==> config.mk <==
export PLATFORM = sky130hd
export DESIGN_NAME = prbrc_top
export DESIGN_NICKNAME = d
export VERILOG_FILES = /design/src/logic/prbrc_top.v
export VERILOG_INCLUDE_DIRS = /design/src /design/src/include
export SDC_FILE = /design/constraint.sdc
export NUM_CORES = 1
export LEC_CHECK = 0
export BUFFER_PORTS_ARGS = -buffer_cell sky130_fd_sc_hd__buf_2
export CELL_PAD_IN_SITES_DETAIL_PLACEMENT = 2
export CELL_PAD_IN_SITES_GLOBAL_PLACEMENT = 2
export CORE_MARGIN = 8
export CORE_UTILIZATION = 37
export CTS_BUF_LIST = sky130_fd_sc_hd__clkbuf_8
export DETAILED_ROUTE_END_ITERATION = 12
export PLACE_DENSITY = 0.95
export SLEW_MARGIN = 25
export SYNTH_ARGS = -nofsm -noshare
export SYNTH_HDL_FRONTEND = slang
export SYNTH_SLANG_ARGS = --single-unit
==> constraint.sdc <==
create_clock -name i_clk -period 8.35 [get_ports i_clk]
set_clock_uncertainty 0.05 [all_clocks]
set_input_delay 1.2525 -clock i_clk [delete_from_list [all_inputs] [get_ports i_clk]]
set_output_delay 1.2525 -clock i_clk [all_outputs]
set_load 0.1 [all_outputs]
==> src/include/prbrc_consts.vh <==
// Constants for the memory-read control block of a read-only memory board.
// Assumes one 50 MHz clock and an AXI4-Lite master for configuration.
//
// Functional notes
// - Access time runs from read command to acknowledge
// - Access code 1..14 from weights 1,2,4,8
// - 55 ns plus 100 ns per code step
// - One overlap bit per bank, cleared means overlap
// - Overlap bank stretches access to 1455 ns minimum
// - Overlap holds RAM inhibit 50 ns past acknowledge
// - Non-overlap bank uses the access code time
// - Overlap access lasts 15 board clock cycles
// - Addressed read asserts RAM inhibit unless ROM inhibit is asserted
// - Read command selects two chips, starts counter
// - Terminal count sets acknowledge, gated by qualifier
// - Data buffered, off bus when not addressed
// - Pins: 16 data, 2 control out, 24 in
// - Chips idle unless accessed; exactly two selected
// - Four banks of four rows, paired access
// - 8-bit independent banks; 16/8 even/odd banks
// - 16/8 mode shifts address down one bit
// - Row select bits depend on device size
// - ROM inhibit clears counter, acknowledge and RAM inhibit
// - Counter and acknowledge run on board constant clock
// - Byte swap when byte-high-enable false; code copies the high byte onto both halves only at odd address (16/8) or with low word select off (8-bit)
// - Data inverted onto system bus
`ifndef PRBRC_CONSTS_VH
`define PRBRC_CONSTS_VH

// ----------------------------------------------------------------
// Register map
// ----------------------------------------------------------------
`define PRBRC_ADDR_CFG        4'h0
`define PRBRC_ADDR_STATUS     4'h4
`define PRBRC_CFG_CODE_LSB    0
`define PRBRC_CFG_OVL_LSB     4
`define PRBRC_CFG_MODE16_BIT  8
`define PRBRC_CFG_SIZE_LSB    9
`define PRBRC_CFG_CODE_RST    4'h1
`define PRBRC_CFG_OVL_RST     4'hF
`define PRBRC_CFG_MODE16_RST  1'b0
`define PRBRC_CFG_SIZE_RST    2'h0
`define PRBRC_SIZE_1K         2'h0
`define PRBRC_SIZE_2K         2'h1
`define PRBRC_RESP_OKAY       2'h0
`define PRBRC_RESP_SLVERR     2'h2

// ----------------------------------------------------------------
// Timing
// ----------------------------------------------------------------
`define PRBRC_CLK_PERIOD_NS   20
`define PRBRC_CODE_MIN        4'h1
`define PRBRC_CODE_MAX        4'hE
`define PRBRC_OVL_CYCLES      4'hF
`define PRBRC_ACC_BASE_NS     55
`define PRBRC_ACC_STEP_NS     100
`define PRBRC_OVL_ACC_NS      1455
`define PRBRC_INH_HOLD_NS     50
`define PRBRC_INH_HOLD_CYC    2'h3

`endif

==> src/logic/prbrc_top.v <==
// Read-cycle control of a read-only memory expansion board on a parallel bus.
// Assumes bus pins arrive asynchronously and configuration comes over AXI4-Lite.
//
// Added by the designer: the AXI4-Lite slave port and the register addresses.
`timescale 1ns/1ps
`default_nettype none
`include "prbrc_consts.vh"

module prbrc_top #(
   parameter SYNC_W = 43
) (
   // Clock and reset
   input  wire        i_clk,
   input  wire        i_rst,
   // AXI4-Lite write address
   input  wire [3:0]  i_awaddr,
   input  wire        i_awvalid,
   output reg         o_awready,
   // AXI4-Lite write data
   input  wire [31:0] i_wdata,
   input  wire [3:0]  i_wstrb,
   input  wire        i_wvalid,
   output reg         o_wready,
   // AXI4-Lite write response
   output reg  [1:0]  o_bresp,
   output reg         o_bvalid,
   input  wire        i_bready,
   // AXI4-Lite read address
   input  wire [3:0]  i_araddr,
   input  wire        i_arvalid,
   output reg         o_arready,
   // AXI4-Lite read data
   output reg  [31:0] o_rdata,
   output reg  [1:0]  o_rresp,
   output reg         o_rvalid,
   input  wire        i_rready,
   // System bus inputs, active low
   input  wire [19:0] i_adr_n,
   input  wire        i_mrdc_n,
   input  wire        i_inh2_n,
   input  wire        i_bhen_n,
   input  wire        i_cclk_n,
   // Board decode inputs
   input  wire        i_board_sel,
   input  wire        i_sel_cd,
   input  wire        i_low_word_select_n,
   // Memory buffer data
   input  wire [15:0] i_mem_data,
   // System bus outputs
   output reg         o_xack_n,
   output reg         o_inh1_n,
   output reg  [15:0] o_dat_n,
   output reg  [15:0] o_dat_oe,
   // Memory array
   output reg  [15:0] o_chip_sel_n,
   output reg  [13:0] o_dev_addr,
   output reg         o_board_read_qualifier_n,
   output reg         o_byte_odd_even_select_n
);

   // ----------------------------------------------------------------
   // Functions
   // ----------------------------------------------------------------
   function [3:0] clamp_code;
      input [3:0] c;
      begin
         if (c < `PRBRC_CODE_MIN) begin
            clamp_code = `PRBRC_CODE_MIN;
         end else if (c > `PRBRC_CODE_MAX) begin
            clamp_code = `PRBRC_CODE_MAX;
         end else begin
            clamp_code = c;
         end
      end
   endfunction

   // ----------------------------------------------------------------
   // Pin synchroniser
   // ----------------------------------------------------------------
   wire [SYNC_W-1:0] pins_raw;
   reg  [SYNC_W-1:0] sync1_q;
   reg  [SYNC_W-1:0] sync2_q;

   assign pins_raw = {i_mem_data, i_low_word_select_n, i_sel_cd, i_board_sel,
                      i_cclk_n, i_bhen_n, i_inh2_n, i_mrdc_n, i_adr_n};

   always @(posedge i_clk or posedge i_rst) begin
      if (i_rst) begin
         sync1_q <= {SYNC_W{1'b1}};
         sync2_q <= {SYNC_W{1'b1}};
      end else begin
         sync1_q <= pins_raw;
         sync2_q <= sync1_q;
      end
   end

   wire [19:0] adr      = ~sync2_q[19:0];
   wire        mrdc     = ~sync2_q[20];
   wire        inh2     = ~sync2_q[21];
   wire        bhen     = ~sync2_q[22];
   wire        cclk     = ~sync2_q[23];
   wire        brd_sel  = sync2_q[24];
   wire        sel_cd   = sync2_q[25];
   wire        low_word_sel = ~sync2_q[26];
   wire [15:0] mem_data = sync2_q[42:27];

   // ----------------------------------------------------------------
   // Configuration registers
   // ----------------------------------------------------------------
   reg  [3:0] code_q;
   reg  [3:0] ovl_n_q;
   reg        mode16_q;
   reg  [1:0] size_q;
   reg        aw_got_q;
   reg        w_got_q;
   reg  [3:0] aw_addr_q;
   reg  [31:0] w_data_q;
   reg  [3:0] w_strb_q;

   wire aw_take = i_awvalid & o_awready;
   wire w_take  = i_wvalid & o_wready;
   wire [3:0]  wa  = aw_take ? i_awaddr : aw_addr_q;
   wire [31:0] wd  = w_take ? i_wdata : w_data_q;
   wire [3:0]  ws  = w_take ? i_wstrb : w_strb_q;
   wire wr_go = (aw_got_q | aw_take) & (w_got_q | w_take) & ~o_bvalid;

   always @(posedge i_clk or posedge i_rst) begin
      if (i_rst) begin
         o_awready <= 1'b1;
         o_wready  <= 1'b1;
         o_bvalid  <= 1'b0;
         o_bresp   <= `PRBRC_RESP_OKAY;
         aw_got_q  <= 1'b0;
         w_got_q   <= 1'b0;
         aw_addr_q <= 4'h0;
         w_data_q  <= 32'h0000_0000;
         w_strb_q  <= 4'h0;
         code_q    <= `PRBRC_CFG_CODE_RST;
         ovl_n_q   <= `PRBRC_CFG_OVL_RST;
         mode16_q  <= `PRBRC_CFG_MODE16_RST;
         size_q    <= `PRBRC_CFG_SIZE_RST;
      end else begin
         if (o_bvalid & i_bready) begin
            o_bvalid  <= 1'b0;
            o_awready <= 1'b1;
            o_wready  <= 1'b1;
         end
         if (wr_go) begin
            aw_got_q  <= 1'b0;
            w_got_q   <= 1'b0;
            o_awready <= 1'b0;
            o_wready  <= 1'b0;
            o_bvalid  <= 1'b1;
            if (wa == `PRBRC_ADDR_CFG) begin
               o_bresp <= `PRBRC_RESP_OKAY;
               if (ws[0]) begin
                  code_q  <= wd[`PRBRC_CFG_CODE_LSB +: 4];
                  ovl_n_q <= wd[`PRBRC_CFG_OVL_LSB +: 4];
               end
               if (ws[1]) begin
                  mode16_q <= wd[`PRBRC_CFG_MODE16_BIT];
                  size_q   <= wd[`PRBRC_CFG_SIZE_LSB +: 2];
               end
            end else if (wa == `PRBRC_ADDR_STATUS) begin
               o_bresp <= `PRBRC_RESP_OKAY;
            end else begin
               o_bresp <= `PRBRC_RESP_SLVERR;
            end
         end else begin
            if (aw_take) begin
               aw_got_q  <= 1'b1;
               aw_addr_q <= i_awaddr;
               o_awready <= 1'b0;
            end
            if (w_take) begin
               w_got_q  <= 1'b1;
               w_data_q <= i_wdata;
               w_strb_q <= i_wstrb;
               o_wready <= 1'b0;
            end
         end
      end
   end

   // ----------------------------------------------------------------
   // Address shaping and chip selection
   // ----------------------------------------------------------------
   reg  [13:0] ia;
   reg  [1:0]  row;
   reg         swap;
   wire        qual    = mrdc & brd_sel;
   wire        active  = qual & ~inh2;
   wire        ovl_acc = sel_cd ? ~(ovl_n_q[2] & ovl_n_q[3])
                                : ~(ovl_n_q[0] & ovl_n_q[1]);
   wire [3:0]  target  = ovl_acc ? `PRBRC_OVL_CYCLES : clamp_code(code_q);

   always @* begin
      if (mode16_q) begin
         ia = adr[14:1];
      end else begin
         ia = adr[13:0];
      end
      if (size_q == `PRBRC_SIZE_1K) begin
         row = ia[11:10];
      end else if (size_q == `PRBRC_SIZE_2K) begin
         row = ia[12:11];
      end else begin
         row = ia[13:12];
      end
      swap = ~bhen & (mode16_q ? adr[0] : ~low_word_sel);
   end

   // ----------------------------------------------------------------
   // Access counter and acknowledge
   // ----------------------------------------------------------------
   reg        cclk_q;
   reg  [3:0] cnt_q;
   reg        xack_q;
   reg        ovl_q;
   reg  [1:0] hold_q;
   wire       cclk_rise = cclk & ~cclk_q;

   always @(posedge i_clk or posedge i_rst) begin
      if (i_rst) begin
         cclk_q <= 1'b0;
         cnt_q  <= 4'h0;
         xack_q <= 1'b0;
         ovl_q  <= 1'b0;
         hold_q <= 2'h0;
      end else begin
         cclk_q <= cclk;
         if (!active) begin
            cnt_q  <= 4'h0;
            xack_q <= 1'b0;
            if (inh2) begin
               hold_q <= 2'h0;
            end else if (hold_q != 2'h0) begin
               hold_q <= hold_q - 2'h1;
            end
         end else begin
            ovl_q <= ovl_acc;
            if (cclk_rise && !xack_q) begin
               cnt_q <= cnt_q + 4'h1;
               if (cnt_q + 4'h1 >= target) begin
                  xack_q <= 1'b1;
                  if (ovl_acc) begin
                     hold_q <= `PRBRC_INH_HOLD_CYC;
                  end
               end
            end
         end
      end
   end

   // ----------------------------------------------------------------
   // Bus and array outputs
   // ----------------------------------------------------------------
   always @(posedge i_clk or posedge i_rst) begin
      if (i_rst) begin
         o_xack_n                 <= 1'b1;
         o_inh1_n                 <= 1'b1;
         o_dat_n                  <= 16'hFFFF;
         o_dat_oe                 <= 16'h0000;
         o_chip_sel_n             <= 16'hFFFF;
         o_dev_addr               <= 14'h0000;
         o_board_read_qualifier_n <= 1'b1;
         o_byte_odd_even_select_n <= 1'b1;
      end else begin
         o_board_read_qualifier_n <= ~qual;
         o_xack_n <= ~(xack_q & qual);
         o_inh1_n <= ~(~inh2 & (active | (ovl_q & hold_q != 2'h0)));
         o_dev_addr <= ia;
         o_byte_odd_even_select_n <= ~adr[0];
         o_chip_sel_n <= 16'hFFFF;
         if (active) begin
            o_chip_sel_n[{sel_cd, 1'b0, row}] <= 1'b0;
            o_chip_sel_n[{sel_cd, 1'b1, row}] <= 1'b0;
         end
         if (active) begin
            o_dat_oe <= 16'hFFFF;
            if (swap) begin
               o_dat_n <= ~{mem_data[15:8], mem_data[15:8]};
            end else begin
               o_dat_n <= ~mem_data;
            end
         end else begin
            o_dat_oe <= 16'h0000;
            o_dat_n  <= 16'hFFFF;
         end
      end
   end

   // ----------------------------------------------------------------
   // Register read port
   // ----------------------------------------------------------------
   always @(posedge i_clk or posedge i_rst) begin
      if (i_rst) begin
         o_arready <= 1'b1;
         o_rvalid  <= 1'b0;
         o_rdata   <= 32'h0000_0000;
         o_rresp   <= `PRBRC_RESP_OKAY;
      end else begin
         if (o_rvalid & i_rready) begin
            o_rvalid  <= 1'b0;
            o_arready <= 1'b1;
         end
         if (i_arvalid & o_arready) begin
            o_arready <= 1'b0;
            o_rvalid  <= 1'b1;
            if (i_araddr == `PRBRC_ADDR_CFG) begin
               o_rresp <= `PRBRC_RESP_OKAY;
               o_rdata <= {21'h000000, size_q, mode16_q, ovl_n_q, code_q};
            end else if (i_araddr == `PRBRC_ADDR_STATUS) begin
               o_rresp <= `PRBRC_RESP_OKAY;
               o_rdata <= {24'h000000, cnt_q, 1'b0, ovl_q, xack_q, active};
            end else begin
               o_rresp <= `PRBRC_RESP_SLVERR;
               o_rdata <= 32'h0000_0000;
            end
         end
      end
   end

endmodule // prbrc_top

`default_nettype wire

==> run_results.csv, run 1 <==
group,metric,value,unit
run_status,outcome,"finished clean",
die,io_pins,201,
clock_network,htreeDepth,4,
placement,globalplace.congestion,0.763,
finish,antennaDiodeCount,0,
detailed_routing,first_pass_iters,6,
sta,fmaxAchievable,354,MHz
synthesis,synth_top_area_share,44.3,%
synthesis,synth_edf_count,0,
sta,setup_violations,0,
global_routing,grt-ovfl-total,0,
placement,dp_slack,5210,ps
power,peakVddDrop,246,uV
critical_path,endpoint_kind,"primary output",
clock_network,clk-insertion-delay-late,460,ps
global_routing,grt_pass1_wl,25900,um
sta,setup_ws,5520,ps
finish,stdcell_count,858,
synthesis,ys_types,44,
synthesis,synth_area_leader_cell,"dfstp_2",
sta,tightest_slew,887,ps
die,start_util,37.3,%
global_routing,grt_antenna_before_repair,2,
clock_network,clock-root-buffer,"clkbuf_8",
sta,hold_ws,300,ps
sta,drv_slew,0,
detailed_routing,drt-initial-drc-count,79,
job,maxCapViolCount,0,
clock_network,cts_buffers,17,
synthesis,synth_flop_cell,"dfstp_2",
sta,rsz0062_at_grt,"no",
placement,placed_area,0.00734,mm^2
power,power.share.switching,40.3,%
power,finalPower,2.43,mW
die,die_x,150,um
critical_path,cp.required,7050,ps
finish,layout.nets,716,
placement,detailed_place_hpwl,12100,um
critical_path,max_stage_delay,560,ps
synthesis,ys_warn_count,0,
die,fp.dieH,150,um
clock_network,cts_resized,0,
placement,port_buffers,149,
synthesis,synth-seq-cells,176,
sta,max-slew-margin-rel,40.4,%
finish,multiInputGateArea,0.00171,mm^2
detailed_routing,routed_wl,15900,um
synthesis,syn_area_per_cell,13.7,um^2
sta,setup-tns-final,0,ps
critical_path,crit_type,"reg2out",
clock_network,cts_tree,"done",
clock_network,cts_sinks,176,
detailed_routing,wire_per_inst,18.6,um
power,seqPwrFrac,45.5,%
synthesis,synth_most_common_cell,"dfstp_2",
global_routing,grt.total_usage,15.0,%
synthesis,netlist_instances,486,
detailed_routing,vias,3906,
die,core_area,0.0178,mm^2
critical_path,path_cells,"buf_2",
finish,fill_cells,1834,
power,power_density,313,mW/mm^2
clock_network,ctsHoldBuffers,0,
synthesis,synth.area.top_cells,"dfstp_2 (44%), dfrtp_1 (24%), mux2_2 (5.6%), mux2i_1 (5.3%), buf_4 (5.2%)",
finish,areaGrowthSynthToFinish,16.7,%
finish,area.sequential,0.00454,mm^2
min_path,hold_path.class,"reg2reg",
detailed_routing,antenna_left,0,
critical_path,crit_buf_inv,1,
critical_path,slowest_stage,"dfrtp_1",
synthesis,synthesis.area,0.00664,mm^2
synthesis,synth-seq-area-share,68.5,%
power,power.internal,1.45,mW
synthesis,synth_common_cells,"dfstp_2 (112), dfrtp_1 (64), nand2_1 (64), buf_4 (46), mux2i_1 (35)",
power,clockPowerShare,24.4,%
die,die_area,0.0225,mm^2
clock_network,clkTransAtPathRegs,100,ps
clock_network,cts_setup_buffers,0,
sta,min_period,2830,ps
sta,fin_crit_sh,33.9,%
critical_path,startpoint_type,"flip-flop",
power,switchingPower,979,uW
die,rows,49,
finish,post-route-util,43.6,%
critical_path,cp_max_fo,16,
synthesis,async_reset_ff_share,100,%
detailed_routing,drc,0,
sta,finalHoldViolations,0,
global_routing,grt_max_degree,101,
clock_network,ctsLongestPathBuffers,2,
critical_path,path_delay_family,"flip-flops",
critical_path,arrival,1520,ps
power,combPwrFrac,30.1,%
placement,place_inst,826,
detailed_routing,vias_per_cell,4.55,
global_routing,grt_pass1_vias,4762,
finish,drive_gt1_share,53.3,%
power,p_leak,3.50,nW
finish,design_area,0.00775,mm^2
-- worst register-to-register path, delay by kind of cell (launching register included) --
kind                   cells  cell delay [ps]
AND/OR/NAND/NOR            3              960
buffers and inverters      1              630
flip-flops                 1              530
AO/OA/AOI/OAI              2              470
-- cells in the final DEF, fill, tap and decap left out, types with 2 or more instances in the layout --
master,synthesis,routed
a21oi_1,8,8
inv_1,10,9
o21ai_0,14,14
xor2_1,3,3
nor2b_1,2,2
inv_8,0,4
nand3_1,6,6
or3_1,7,7
dfrtp_1,64,64
clkbuf_8,0,17
mux2i_1,35,35
mux2_2,33,33
nor2_1,18,18
nand3b_1,2,2
nor3_1,3,3
ha_1,6,6
o21a_1,2,2
xnor2_1,2,2
dfstp_2,112,112
nand2_1,64,64
o21ai_1,6,6
o21ai_2,2,2
nand2b_1,2,2
buf_2,3,149
o31ai_1,7,7
conb_1,1,23
inv_6,0,7
-- layer usage --
layer / wire length [um] / GRT usage, % / vias to the layer above
met3: 870 / 4.02 / 16
met2: 8780 / 27.5 / 102
li1: - / - / 1816
met1: 6080 / 16.0 / 1968
met4: 187 / 5.70 / 4
met5: 23 / 0 / -
-- flip-flops by register name, summed over array words and instances (netlist names), 2 cells and up --
name / flops
hold_q: 2
w_data_q: 11
cnt_q: 4
o_rdata: 11
size_q: 2
o_dev_addr: 14
aw_addr_q: 4
code_q: 4
o_dat_n: 16
w_strb_q: 2
o_chip_sel_n: 8
sync2_q: 38
ovl_n_q: 4
sync1_q: 38
-- power by group through the flow --
stage	Sequential, mW	Clock [mW]	Combinational [mW]
6_report	1.11	0.592	0.731
5_1_grt	1.12	0.646	0.783
4_1_cts	1.11	0.617	0.744
3_5_place_dp	1.12	0	0.741
3_3_place_gp	1.10	0	0.710
2_1_floorplan	1.35	0	0.361
-- logic make-up after synthesis --
family                     Yosys count  share of synthesized area (%)
AOI/OAI and AO/OA                   48                           4.54
muxes                               68                           10.9
and+or+nand+nor                    110                           7.24
buffers and inverters               72                           7.01
DFF                                176                           68.5
other                                1                         0.0565
adders and majority gates            6                           1.13
xor gates and xnor gates             5                          0.660
-- layout make-up --
| class | count | share of cell area, % |
|---|---|---|
| clock buffer | 17 | 3.02 |
| clock inverter | 15 | 2.13 |
| inverter | 10 | 0.549 |
| multi-input combinational | 260 | 22.1 |
| sequential | 176 | 58.7 |
| tap | 229 | 3.70 |
| timing repair buffer | 151 | 9.87 |
-- worst paths after layout --
path	endpoint	startpoint	slack, ps	depth (start not counted)
worst max-delay path	o_dat_oe[13]	o_dat_oe[14]$_DFF_PP0_	5520	1
worst min-delay path	sync2_q[21]$_DFF_PP1_	sync1_q[21]$_DFF_PP1_	300	0
worst max register to register	hold_q[1]$_DFFE_PP0P_	sync2_q[24]$_DFF_PP1_	5620	6
worst min register to register	sync2_q[21]$_DFF_PP1_	sync1_q[21]$_DFF_PP1_	300	0
max in group asynchronous	code_q[1]$_DFFE_PP0P_	i_rst	6140	3
min in group asynchronous	o_rdata[4]$_DFFE_PP0P_	i_rst	920	2
No activity file was read; power rests on OpenSTA's default activity.
==> inputs of run 2 (changes only) <==
- CORE_UTILIZATION: 37 -> 31
- PLACE_DENSITY: 0.95 -> 0.88
- clock period: 8.35 -> 2.35 ns (I/O delays scaled with it)
==> run 2 against run 1 <==
Global-route usage shrank 1.8 points. Sequential power grew to 3.5 times the previous value. Register-to-register slack lost 5400 ps. Non-clock buffer count grew 52. Clock power grew to 3.4 times the previous value. Flip-flop and latch count is the same. Critical path depth grew 7. Cell area grew 7.5%. Combinational power grew to 3.7 times the previous value. Power grew to 3.6 times the previous value. Routed wire length grew 6.1%. Setup slack lost 5300 ps.
==> run_results.csv, run 2 (synthesis results as in run 1) <==
group,metric,value,unit
power,peakVddDrop,575,uV
critical_path,rr_endpoint,"hold_q[0]$_DFFE_PP0P_",
sta,tightest_slew,527,ps
clock_network,clock-root-buffer,"clkbuf_8",
detailed_routing,antenna_left,0,
die,die_area,0.0263,mm^2
finish,areaGrowthSynthToFinish,25.4,%
finish,drive_gt1_share,51.0,%
die,core_area,0.0210,mm^2
finish,layout_commonest_cell,"buf_2",
placement,placed_area,0.00753,mm^2
finish,design_area,0.00832,mm^2
power,p_leak,3.72,nW
job,maxCapViolCount,0,
power,power_density,1040,mW/mm^2
detailed_routing,wire_per_inst,17.7,um
global_routing,grt_max_degree,68,
critical_path,arrival,2480,ps
critical_path,endpoint_kind,"flip-flop",
global_routing,grt_pass1_vias,4933,
critical_path,cp_max_fo,10,
finish,largestRegisters,"sync1_q x38, sync2_q x38, o_dat_n x16",
die,rows,53,
sta,min_period,2170,ps
sta,drv_slew,0,
global_routing,grt_antenna_before_repair,3,
sta,rsz0062_at_grt,"no",
finish,post-route-util,39.6,%
critical_path,r2r_slack,180,ps
finish,layout.nets,768,
die,fp.dieH,162,um
clock_network,cts_tree,"done",
critical_path,endpoint,"hold_q[0]$_DFFE_PP0P_",
clock_network,cts_sinks,176,
clock_network,htreeDepth,4,
detailed_routing,routed_wl,16900,um
clock_network,clk-insertion-delay-late,450,ps
placement,port_buffers,149,
die,io_pins,201,
sta,fmaxAchievable,461,MHz
die,die_x,162,um
sta,hold_ws,53.4,ps
critical_path,crit_type,"reg2reg",
sta,setup_violations,0,
detailed_routing,drc,0,
finish,stdcell_count,958,
critical_path,cp-startpoint,"sync2_q[25]$_DFF_PP1_",
critical_path,r2r_cells,8,
detailed_routing,vias_per_cell,4.31,
detailed_routing,vias,4133,
run_status,outcome,"finished clean",
placement,globalplace.congestion,0.756,
detailed_routing,first_pass_iters,4,
clock_network,cts_buffers,17,
placement,place_inst,883,
global_routing,grt.total_usage,13.2,%
min_path,hold_path.class,"in2reg",
critical_path,startpoint_type,"flip-flop",
global_routing,grt-ovfl-total,0,
die,start_util,31.6,%
critical_path,r2r-start,"sync2_q[25]$_DFF_PP1_",
clock_network,clkTransAtPathRegs,90,ps
detailed_routing,drt-initial-drc-count,137,
global_routing,grt_pass1_wl,26900,um
clock_network,ctsLongestPathBuffers,2,
finish,fill_cells,2181,
sta,max-slew-margin-rel,65.1,%
sta,finalHoldViolations,0,
placement,detailed_place_hpwl,12300,um
sta,fin_crit_sh,92.2,%
critical_path,cp.required,2660,ps
finish,final_cell_mix,"buf_2 (149), dfstp_2 (110), nand2_1 (64), dfrtp_1 (64), dlygate4sd3_1 (40)",
==> run 2: metrics by stage <==
| stage | setup slack [ps] | total power, mW | TNS (ps) |
|---|---|---|---|
| after floorplan | -214 | 6.10 | -13680 |
| after global placement | 208 | 6.54 | 0 |
| after detailed placement | 93.1 | 6.65 | 0 |
| after CTS | 39.6 | 8.78 | 0 |
| after global routing | 7.29 | 9.10 | 0 |
| final | 182 | 8.63 | 0 |
==> run 2: worst max-delay path: stages, from the launching register on <==
cell	delay (ps)
dfstp_2	540
buf_4	160
o21a_1	200
nor2_1	70
ha_1	300
nand2_1	60
o211ai_1	280
and2_1	210
mux2i_1	210
==> run 2: worst min-delay path by stage <==
| stage | start | to | slack, ps | cells after the start |
|---|---|---|---|---|
| after floorplan | sync1_q[0]$_DFF_PP1_ | sync2_q[0]$_DFF_PP1_ | 300 | 0 |
| after global placement | sync1_q[38]$_DFF_PP1_ | sync2_q[38]$_DFF_PP1_ | 300 | 0 |
| after detailed placement | sync1_q[28]$_DFF_PP1_ | sync2_q[28]$_DFF_PP1_ | 300 | 0 |
| after CTS | i_wvalid | o_wready$_DFFE_PP1P_ | 6 | 2 |
| after global routing | i_rready | o_rvalid$_DFFE_PP0P_ | 20 | 2 |
| final | i_bready | o_bvalid$_DFFE_PP0P_ | 50 | 2 |
==> run 2: final cells by class <==
class / instances / area, um^2 / area share, %
Timing Repair Buffer: 203 / 1290 / 15.5
Clock inverter: 14 / 136 / 1.64
Tap cell: 275 / 344 / 4.13
Antenna cell: 2 / 5.00 / 0.0601
Inverter: 10 / 41.3 / 0.496
Clock buffer: 18 / 248 / 2.98
Sequential cell: 176 / 4550 / 54.7
Multi-Input combinational cell: 260 / 1710 / 20.5
==> run 2: power by group <==
| part | switching [mW] | leakage (nW) | internal [mW] |
|---|---|---|---|
| clock | 1.19 | 0.195 | 0.817 |
| combinational | 1.96 | 1.54 | 0.730 |
| sequential | 0.314 | 1.98 | 3.61 |
| total | 3.47 | 3.72 | 5.15 |
==> run 2: timing repair <==
action | in CTS | in global routing
endpoints found under the hold margin | 53 | 0
hold buffers | 40 | 0
setup buffers | 0 | 1
setup endpoints to repair | 0 | 2
resized for setup | 0 | 1
==> run 2: routing by layer <==
metal | vias to the layer above | share of wire (%) | GRT usage (%)
met3 | 21 | 4.8 | 3.95
li1 | 1920 | - | -
met2 | 96 | 56 | 24.9
met1 | 2094 | 37 | 13.5
met5 | - | 0.059 | 0
met4 | 2 | 2.0 | 4.92
